**src/sscs_defs.svh**
```systemverilog
// Constants of the simultaneous sample conversion sequencer.
// Assumes a 100 MHz system clock; included by package and modules.
`ifndef SSCS_DEFS_SVH
`define SSCS_DEFS_SVH

// ----------------------------------------------------------------
// Widths and counts
// ----------------------------------------------------------------
`define SSCS_RES_W 14
`define SSCS_NCH 4
`define SSCS_CSR_W 4
`define SSCS_CSR_RESET 4'hF
`define SSCS_STORE_DEPTH 4

// ----------------------------------------------------------------
// Timing
// ----------------------------------------------------------------
`define SSCS_CLK_PERIOD_NS 10
`define SSCS_CONV_TIME_NS 2400
`define SSCS_CONV_CYCLES (`SSCS_CONV_TIME_NS / `SSCS_CLK_PERIOD_NS)
`define SSCS_SAR_STEPS 16
`define SSCS_TICK_CYCLES (`SSCS_CONV_CYCLES / `SSCS_SAR_STEPS)
`define SSCS_ACQ_TIME_NS 350
`define SSCS_QUIET_TIME_NS 100
`define SSCS_EOC_PULSE_CYCLES 4

`endif

```
**src/sscs_pkg.sv**
```systemverilog
// Types shared by the sequencer modules.
// Assumes sscs_defs.svh is on the include path.
`include "sscs_defs.svh"

package sscs_pkg;
   typedef logic [`SSCS_RES_W-1:0] sscs_word_t;
   typedef logic [`SSCS_NCH-1:0] sscs_mask_t;
   typedef logic [1:0] sscs_chan_t;
   typedef enum logic [1:0] {SAR_IDLE, SAR_STEP, SAR_OUT} sscs_sar_state_t;
   typedef enum logic [1:0] {SEQ_IDLE, SEQ_RUN, SEQ_DONE} sscs_seq_state_t;
endpackage

```
**src/sscs_stream_if.sv**
```systemverilog
// Valid/ready word stream between the sequencer's own modules.
// Assumes both ends share the system clock.
`timescale 1ns/1ps

interface sscs_stream_if;
   logic valid;
   logic ready;
   sscs_pkg::sscs_word_t data;
   modport src (output valid, output data, input ready);
   modport snk (input valid, input data, output ready);
endinterface

```
**src/sscs_top.sv**
```systemverilog
// Sequencer top: start capture, channel walk, result store and host bus.
// Assumes host pins and comparator are synchronous to clk; the analog
// track/holds, input mux and DAC sit outside and follow the outputs here.
`timescale 1ns/1ps
`include "sscs_defs.svh"

// Operation
// Convert start rising edge puts all track/holds into hold, starts sequence.
// Select source low uses channel pick pins, high uses channel select register.
// Host writes channel select register with chip select, write strobe, low data lines.
// Selection latched at convert start rising edge; changes apply to next sequence.
// Busy rises at convert start rising edge, stays high whole sequence.
// Conversion clock internal, or external clock input when clock source pick high.
// Each channel completion signalled on active-low end-of-conversion output.
// Sequence end drops busy and returns all track/holds to tracking.
// Host reads after busy falls or one result per end-of-conversion pulse.
// Results read over 14-bit bus with chip select and read strobe.
// Each selected channel converts within 2.4 us.
// Host waits 350 ns acquisition after sequence end before next start.
// Host avoids reads during conversion and 100 ns before next start.
// Register bit 0 marks channel one, bit 3 marks channel four.
// Selected channels convert in ascending order regardless of selection order.
// End-of-conversion is a low-going pulse, not a held level.
// Twos complement for bipolar variants, straight binary for unipolar.
// Successive reads return results in conversion order, one per read.
module sscs_top #(
   parameter int TICK_CYCLES = `SSCS_TICK_CYCLES,
   parameter int EOC_PULSE_CYCLES = `SSCS_EOC_PULSE_CYCLES
) (
   input wire logic clk,
   input wire logic sys_rst,
   input wire logic convert_start_n,
   input wire sscs_pkg::sscs_mask_t channel_pick_pins,
   input wire logic select_source,
   input wire logic clock_source_pick,
   input wire logic external_clock_input,
   input wire logic bipolar_coding,
   input wire logic cs_n,
   input wire logic rd_n,
   input wire logic wr_n,
   input wire sscs_pkg::sscs_word_t db_i,
   output sscs_pkg::sscs_word_t db_o,
   output logic db_oe,
   output logic busy,
   output logic eoc_n,
   output sscs_pkg::sscs_mask_t hold,
   output sscs_pkg::sscs_chan_t mux_channel,
   output sscs_pkg::sscs_word_t dac_code,
   input wire logic comp_in
);
   import sscs_pkg::*;

   // ----------------------------------------------------------------
   // Helpers
   // ----------------------------------------------------------------
   function automatic sscs_chan_t first_set(input sscs_mask_t m);
      sscs_chan_t idx;
      idx = '0;
      for (int i = `SSCS_NCH - 1; i >= 0; i--)
      begin
         if (m[i])
         begin
            idx = 2'(i);
         end
      end
      return idx;
   endfunction

   function automatic logic [2:0] pop_count(input sscs_mask_t m);
      logic [2:0] n;
      n = '0;
      for (int i = 0; i < `SSCS_NCH; i++)
      begin
         n = n + {2'h0, m[i]};
      end
      return n;
   endfunction

   // Engine yields offset binary; flipping the top bit gives twos complement
   function automatic sscs_word_t fmt_result(input sscs_word_t code, input logic bip);
      return {code[`SSCS_RES_W-1] ^ bip, code[`SSCS_RES_W-2:0]};
   endfunction

   // ----------------------------------------------------------------
   // Declarations
   // ----------------------------------------------------------------
   sscs_seq_state_t seq_q;
   logic cvst_prev_q;
   logic start_edge;
   logic [`SSCS_CSR_W-1:0] csr_q;
   logic wr_act_prev_q;
   logic rd_act_prev_q;
   logic wr_act;
   logic rd_act;
   sscs_mask_t pending_q;
   logic [2:0] total_q;
   logic sar_start_q;
   logic sar_busy;
   logic [7:0] div_q;
   logic ext_prev_q;
   logic tick_q;
   sscs_word_t store_q [`SSCS_STORE_DEPTH];
   logic [1:0] wptr_q;
   logic [1:0] rptr_q;
   logic [2:0] stored_q;
   logic store_wr;
   logic [7:0] eoc_cnt_q;
   logic busy_q;
   logic eoc_n_q;
   sscs_mask_t hold_q;
   sscs_chan_t chan_q;
   sscs_word_t db_o_q;
   logic db_oe_q;

   sscs_stream_if sar_to_buf ();
   sscs_stream_if buf_to_store ();

   assign start_edge = convert_start_n & ~cvst_prev_q;
   assign wr_act = ~cs_n & ~wr_n;
   assign rd_act = ~cs_n & ~rd_n;

   // ----------------------------------------------------------------
   // Conversion clock
   // ----------------------------------------------------------------
   // Internal divider spaces ticks so sixteen of them fit one channel slot
   always_ff @(posedge clk)
   begin
      if (sys_rst)
      begin
         div_q <= '0;
         ext_prev_q <= 1'b0;
         tick_q <= 1'b0;
      end
      else
      begin
         ext_prev_q <= external_clock_input;
         if (div_q == 8'(TICK_CYCLES - 1))
         begin
            div_q <= '0;
         end
         else
         begin
            div_q <= div_q + 8'h01;
         end
         if (clock_source_pick)
         begin
            tick_q <= external_clock_input & ~ext_prev_q;
         end
         else
         begin
            tick_q <= (div_q == 8'(TICK_CYCLES - 1));
         end
      end
   end

   // ----------------------------------------------------------------
   // Channel select register
   // ----------------------------------------------------------------
   // Taken at the end of the write strobe, when the data lines are settled
   always_ff @(posedge clk)
   begin
      if (sys_rst)
      begin
         csr_q <= `SSCS_CSR_RESET;
         wr_act_prev_q <= 1'b0;
      end
      else
      begin
         wr_act_prev_q <= wr_act;
         if (wr_act_prev_q & ~wr_act)
         begin
            csr_q <= db_i[`SSCS_CSR_W-1:0];
         end
      end
   end

   // ----------------------------------------------------------------
   // Sequence control
   // ----------------------------------------------------------------
   always_ff @(posedge clk)
   begin
      if (sys_rst)
      begin
         seq_q <= SEQ_IDLE;
         cvst_prev_q <= 1'b1;
         pending_q <= '0;
         total_q <= '0;
         sar_start_q <= 1'b0;
         chan_q <= '0;
         busy_q <= 1'b0;
         hold_q <= '0;
      end
      else
      begin
         cvst_prev_q <= convert_start_n;
         sar_start_q <= 1'b0;
         unique case (seq_q)
            SEQ_IDLE:
            begin
               // A start edge during a sequence is ignored
               if (start_edge)
               begin
                  pending_q <= select_source ? csr_q : channel_pick_pins;
                  total_q <= pop_count(select_source ? csr_q : channel_pick_pins);
                  hold_q <= '1;
                  busy_q <= 1'b1;
                  seq_q <= SEQ_RUN;
               end
            end
            SEQ_RUN:
            begin
               if (pending_q != '0 && !sar_busy && !sar_start_q)
               begin
                  chan_q <= first_set(pending_q);
                  pending_q[first_set(pending_q)] <= 1'b0;
                  sar_start_q <= 1'b1;
               end
               else if (pending_q == '0 && stored_q == total_q)
               begin
                  seq_q <= SEQ_DONE;
               end
            end
            SEQ_DONE:
            begin
               busy_q <= 1'b0;
               hold_q <= '0;
               seq_q <= SEQ_IDLE;
            end
         endcase
      end
   end

   // ----------------------------------------------------------------
   // Conversion engine and buffer
   // ----------------------------------------------------------------
   sscs_sar u_sar (
      .clk(clk),
      .sys_rst(sys_rst),
      .start(sar_start_q),
      .tick(tick_q),
      .comp_in(comp_in),
      .dac_code(dac_code),
      .sar_busy(sar_busy),
      .res_s(sar_to_buf)
   );

   sscs_buf2 #(
      .DEPTH(2)
   ) u_buf (
      .clk(clk),
      .sys_rst(sys_rst),
      .in_s(sar_to_buf),
      .out_s(buf_to_store)
   );

   assign buf_to_store.ready = (stored_q != 3'(`SSCS_STORE_DEPTH));
   assign store_wr = buf_to_store.valid & buf_to_store.ready;

   // ----------------------------------------------------------------
   // Result store
   // ----------------------------------------------------------------
   always_ff @(posedge clk)
   begin
      if (store_wr)
      begin
         store_q[wptr_q] <= fmt_result(buf_to_store.data, bipolar_coding);
      end
   end

   always_ff @(posedge clk)
   begin
      if (sys_rst)
      begin
         wptr_q <= '0;
         rptr_q <= '0;
         stored_q <= '0;
         rd_act_prev_q <= 1'b0;
      end
      else
      begin
         rd_act_prev_q <= rd_act;
         if (seq_q == SEQ_IDLE && start_edge)
         begin
            wptr_q <= '0;
            rptr_q <= '0;
            stored_q <= '0;
         end
         else
         begin
            if (store_wr)
            begin
               wptr_q <= wptr_q + 2'h1;
               stored_q <= stored_q + 3'h1;
            end
            // One result consumed per finished read cycle
            if (rd_act_prev_q & ~rd_act)
            begin
               rptr_q <= rptr_q + 2'h1;
            end
         end
      end
   end

   // ----------------------------------------------------------------
   // End-of-conversion pulse
   // ----------------------------------------------------------------
   always_ff @(posedge clk)
   begin
      if (sys_rst)
      begin
         eoc_cnt_q <= '0;
         eoc_n_q <= 1'b1;
      end
      else if (store_wr)
      begin
         eoc_cnt_q <= 8'(EOC_PULSE_CYCLES - 1);
         eoc_n_q <= 1'b0;
      end
      else if (eoc_cnt_q != '0)
      begin
         eoc_cnt_q <= eoc_cnt_q - 8'h01;
         eoc_n_q <= 1'b0;
      end
      else
      begin
         eoc_n_q <= 1'b1;
      end
   end

   // ----------------------------------------------------------------
   // Host read port
   // ----------------------------------------------------------------
   // Data lags the strobe by one cycle; the host strobe spans many cycles
   always_ff @(posedge clk)
   begin
      if (sys_rst)
      begin
         db_o_q <= '0;
         db_oe_q <= 1'b0;
      end
      else
      begin
         db_oe_q <= rd_act;
         db_o_q <= store_q[rptr_q];
      end
   end

   assign db_o = db_o_q;
   assign db_oe = db_oe_q;
   assign busy = busy_q;
   assign eoc_n = eoc_n_q;
   assign hold = hold_q;
   assign mux_channel = chan_q;
endmodule

```
**src/sscs_buf2.sv**
```systemverilog
// Two-entry buffer in the result path.
// Assumes a synchronous active-high reset.
`timescale 1ns/1ps

module sscs_buf2 #(
   parameter int DEPTH = 2
) (
   input wire logic clk,
   input wire logic sys_rst,
   sscs_stream_if.snk in_s,
   sscs_stream_if.src out_s
);
   import sscs_pkg::*;

   sscs_word_t mem_q [DEPTH];
   logic [$clog2(DEPTH)-1:0] wp_q;
   logic [$clog2(DEPTH)-1:0] rp_q;
   logic [$clog2(DEPTH):0] cnt_q;
   logic push;
   logic pop;

   assign in_s.ready = (cnt_q != ($clog2(DEPTH) + 1)'(DEPTH));
   assign out_s.valid = (cnt_q != '0);
   assign out_s.data = mem_q[rp_q];
   assign push = in_s.valid & in_s.ready;
   assign pop = out_s.valid & out_s.ready;

   always_ff @(posedge clk)
   begin
      if (push)
      begin
         mem_q[wp_q] <= in_s.data;
      end
   end

   always_ff @(posedge clk)
   begin
      if (sys_rst)
      begin
         wp_q <= '0;
         rp_q <= '0;
         cnt_q <= '0;
      end
      else
      begin
         if (push)
         begin
            wp_q <= wp_q + 1'b1;
         end
         if (pop)
         begin
            rp_q <= rp_q + 1'b1;
         end
         cnt_q <= cnt_q + {{$clog2(DEPTH){1'b0}}, push} - {{$clog2(DEPTH){1'b0}}, pop};
      end
   end
endmodule

```
**src/sscs_sar.sv**
```systemverilog
// Successive approximation engine: one bit decided per conversion tick.
// Assumes an external comparator, high when input is at or above dac_code.
`timescale 1ns/1ps
`include "sscs_defs.svh"

module sscs_sar (
   input wire logic clk,
   input wire logic sys_rst,
   input wire logic start,
   input wire logic tick,
   input wire logic comp_in,
   output sscs_pkg::sscs_word_t dac_code,
   output logic sar_busy,
   sscs_stream_if.src res_s
);
   import sscs_pkg::*;

   sscs_sar_state_t state_q;
   sscs_word_t code_q;
   sscs_word_t trial_q;

   assign dac_code = code_q;
   assign sar_busy = (state_q != SAR_IDLE);
   assign res_s.valid = (state_q == SAR_OUT);
   assign res_s.data = code_q;

   always_ff @(posedge clk)
   begin
      if (sys_rst)
      begin
         state_q <= SAR_IDLE;
         code_q <= '0;
         trial_q <= '0;
      end
      else
      begin
         unique case (state_q)
            SAR_IDLE:
            begin
               if (start)
               begin
                  code_q <= {1'b1, {(`SSCS_RES_W-1){1'b0}}};
                  trial_q <= {1'b1, {(`SSCS_RES_W-1){1'b0}}};
                  state_q <= SAR_STEP;
               end
            end
            SAR_STEP:
            begin
               if (tick)
               begin
                  // Keep the trial bit only if the input reached it
                  code_q <= (comp_in ? code_q : (code_q & ~trial_q)) | (trial_q >> 1);
                  trial_q <= trial_q >> 1;
                  if (trial_q[0])
                  begin
                     state_q <= SAR_OUT;
                  end
               end
            end
            SAR_OUT:
            begin
               // Stalls here while the buffer is full, so no word is lost
               if (res_s.ready)
               begin
                  state_q <= SAR_IDLE;
               end
            end
         endcase
      end
   end
endmodule

```
**config.mk**
```make
export PLATFORM = sky130hd
export DESIGN_NAME = sscs_top
export DESIGN_NICKNAME = d
export VERILOG_FILES = /design/src/sscs_pkg.sv /design/src/sscs_stream_if.sv /design/src/sscs_top.sv /design/src/sscs_buf2.sv /design/src/sscs_sar.sv
export VERILOG_INCLUDE_DIRS = /design/src
export SDC_FILE = /design/constraint.sdc
export NUM_CORES = 1
export LEC_CHECK = 0
export ABC_AREA = 1
export BUFFER_PORTS_ARGS = -buffer_cell sky130_fd_sc_hd__clkbuf_2
export CAP_MARGIN = 0
export CORE_MARGIN = 2
export CORE_UTILIZATION = 40
export DETAILED_ROUTE_END_ITERATION = 8
export MAX_ROUTING_LAYER = met4
export PLACE_DENSITY = 0.67
export SYNTH_ARGS = -nofsm -noshare
export SYNTH_HDL_FRONTEND = slang
export SYNTH_HIERARCHICAL = 1
export SYNTH_SLANG_ARGS = --single-unit
```
**constraint.sdc**
```tcl
create_clock -name clk -period 4.3 [get_ports clk]
set_clock_uncertainty 0.1 [all_clocks]
set_input_delay 0.645 -clock clk [delete_from_list [all_inputs] [get_ports clk]]
set_output_delay 0.645 -clock clk [all_outputs]
set_load 0.01 [all_outputs]
```
==> impl_results.md <==
- DRT iter0 DRCs: 291
- Multiplexer share of the synthesized area: 2.08%
- Count of state elements after synthesis: 179
- Layout fillers: 1739
- Synth area leader: edfxtp_1
- Synth Instances: 805
- Max-Cap Viols: 0
- Worst-Margin Slew: 0.777 ns
- Synth top cells by count: nand2_1 (162), nor2_1 (102), dfxtp_1 (95)
- R2R setup slack: 2.27 ns
- Final Cycle Share: 47.8%
- Tightest Hold Check Type: input pin to flip-flop
- Hold Buf Count CTS: 0
- Num rows: 50
- GR Util All Layers: 14.9%
- Post-synth net total: 855
- H-tree depth: 4
- Die height: 142 µm
- N_diodes: 0
- Final setup TNS: 0 ns
- Clock tree buffer depth: 2
- Synthesized cell area: 0.00758 mm²
- Post-synthesis simple-gate area fraction: 17.8%
- Maximum vdd drop: 0.267 mV
- Total wire length: 14000 µm
- Post-synth ARST share: 0%
- Initial core utilization: 40.7%
- Largest net degree at the start of global routing: 31
- TritonRoute pass-1 iters: 5
- Antenna violations before repair: 0
- EDFF count, synth: 84
- Via density: 4.71
- I/O Buffers: 55
- XOR/XNOR Fraction of Synth Area: 0.808%
- Synth Area in Adders: 3.56%
- DRC viols: 0
- Largest fanout on the critical path: 8
- First-pass GRT wire length: 22900 µm
- Max-slew headroom: 48.2%
- Die width: 142 µm
- Clock Sinks: 179
- RSZ-0062 raised after global routing: no
- LEAKAGE: 3.50 nW
- Synthesis Warnings: 6
- Post-cts gate resize count: 0
- Count leader, synth: nand2_1
- Core area: 0.0186 mm²
- Element type at the critical path start: input pin
- Share of layout cells above drive strength 1: 16.3%
- FMAX: 487 MHz
- Largest family of logic cells by synthesized area: simple AND/OR/NAND/NOR gates
- Worst-path clk slew: 0.07 ns
- Crit. End Element: flip-flop
- Cell variety after synth: 40
- Post-DRT Antenna Nets: 0
- CTS buffer count: 17
- Area Overhead vs Synth: 12.3%
- Wire per inst: 12.8 µm
- Post-synth top area share: 33.3%
- Synth Area in Compound Gates: 9.19%
- Post-CTS Setup Bufs: 0
- GRT overflow: 0
- Final setup violation count: 0
- Gpl congestion: 0.813
- CP Data Required Time: 4.52 ns
- Synth area leaders: edfxtp_1 (33%), dfxtp_1 (25%), nand2_1 (8.0%)
- Sequential area share after synthesis: 58.3%
- Max-slew violations: 0
- Clock Latency Late Sink: 0.43 ns
- DIE AREA: 0.0201 mm²
- CTS tree: built
- Vias after detailed routing: 5140
- Primary FF master, synth: dfxtp_1
- Inst Count DP: 1060
- Root buffer cell: clkbuf_16
- Power per Cell Area: 623 mW/mm²
- Syn_area_per_cell: 9.42 µm²
- Status: finished, final reports clean
- Crit path DAT: 2.27 ns
- Dpl hpwl: 9130 µm
- Minimum clock period: 2.05 ns
- Num ports: 66
- Cell Count, Final, Fillers Out: 1092
- Vias in the first global route: 4805
- # nets final: 895
- Worst hold slack: 0.287 ns
- Endpoints failing hold: 0
- Total power draw: 5.30 mW
- WS Path Type: input pin to flip-flop
final timing paths:
check	from	to	depth (start not counted)
hold / removal	wr_n	wr_act_prev_q$_SDFF_PP0_	2
hold reg to reg	div_q[0]$_SDFF_PP0_	div_q[0]$_SDFF_PP0_	1
setup / recovery	select_source	total_q[1]$_SDFFE_PP0P_	10
setup reg to reg	csr_q[1]$_SDFFE_PP1P_	total_q[1]$_SDFFE_PP0P_	10
report_power, final:
group | total [mW] | leakage [nW] | switching [mW] | internal (mW)
registers | 2.35 | 1.55 | 0.168 | 2.18
clock network | 1.54 | 0.275 | 0.669 | 0.869
logic | 1.42 | 1.67 | 0.920 | 0.496
cells by family after synthesis:
group / after synthesis
AO/OA/AOI/OAI: 130
XOR/XNOR: 7
adder cells (fa/ha/maj): 21
buffers and inverters: 134
flip-flops: 179
multiplexers: 14
AND/OR/NAND/NOR: 320
sequential cells by signal (all words and copies together) (netlist names), 3 cells and up, named ones only:
signal and count:
eoc_cnt_q 8, u_buf/mem_q 28, store_q 56, u_sar/trial_q 14, div_q 8, db_o 14, stored_q 3, pending_q 4
u_sar/dac_code 14, csr_q 4, total_q 3
worst max-delay path, cell delays in order:
cell and delay [ns]:
clkbuf_2 0.14, nand2_1 0.08, o21a_1 0.14, inv_1 0.06
fa_1 0.52, inv_1 0.04, ha_1 0.17, ha_1 0.26
o21ai_0 0.15, a21oi_1 0.05
through the flow:
stage               worst slack (ns)  instance area [µm²]  utilization (%)
global route                    2.09                 8510             45.7
CTS                             2.25                 8510             45.7
floorplan                       1.85                 7580                -
global placement                1.80                 7930             42.6
detailed placement              1.78                 7930             42.6
finish                          2.25                 8510             45.7
routing by layer:
layer,global-route usage (%),up-vias,wire length [µm]
met5,-,-,0
met4,5.68,0,197
met3,3.98,16,584
met2,24.6,84,6820
met1,17.5,2362,6360
li1,-,2678,-
cells in the final DEF, fill, tap and decap left out, types with 2 or more instances in the layout:
| master | instances |
|---|---|
| o21a_1 | 3 |
| nand2_1 | 162 |
| o21ai_1 | 3 |
| o21ai_0 | 53 |
| inv_8 | 2 |
| xor2_1 | 2 |
| mux2_2 | 14 |
| edfxtp_1 | 84 |
| nand3_1 | 18 |
| ha_1 | 20 |
| inv_2 | 7 |
| clkinvlp_4 | 3 |
| nand2_2 | 11 |
| xnor2_1 | 5 |
| nor2_1 | 102 |
| nor2_4 | 2 |
| inv_6 | 3 |
| nor2_2 | 5 |
| a21oi_2 | 2 |
| clkbuf_1 | 3 |
| buf_4 | 7 |
| inv_1 | 84 |
| nand2_4 | 6 |
| nor4_1 | 2 |
| bufinv_16 | 2 |
| a21oi_1 | 61 |
| clkbuf_2 | 55 |
| clkinv_2 | 2 |
| o211ai_1 | 3 |
| clkbuf_16 | 17 |
| dfxtp_1 | 95 |
| nor3_1 | 8 |
final cells by class:
class                      instances  area, µm²  area share (%)
tap                              234        293            3.44
inverter                          93        350            4.11
timing repair buffer              62        328            3.85
clock buffer                      20        437            5.13
clock inverter                    12        145            1.70
multi-input combinational        492       2540            29.8
sequential                       179       4420            52.0
No activity file was read; power rests on OpenSTA's default activity.
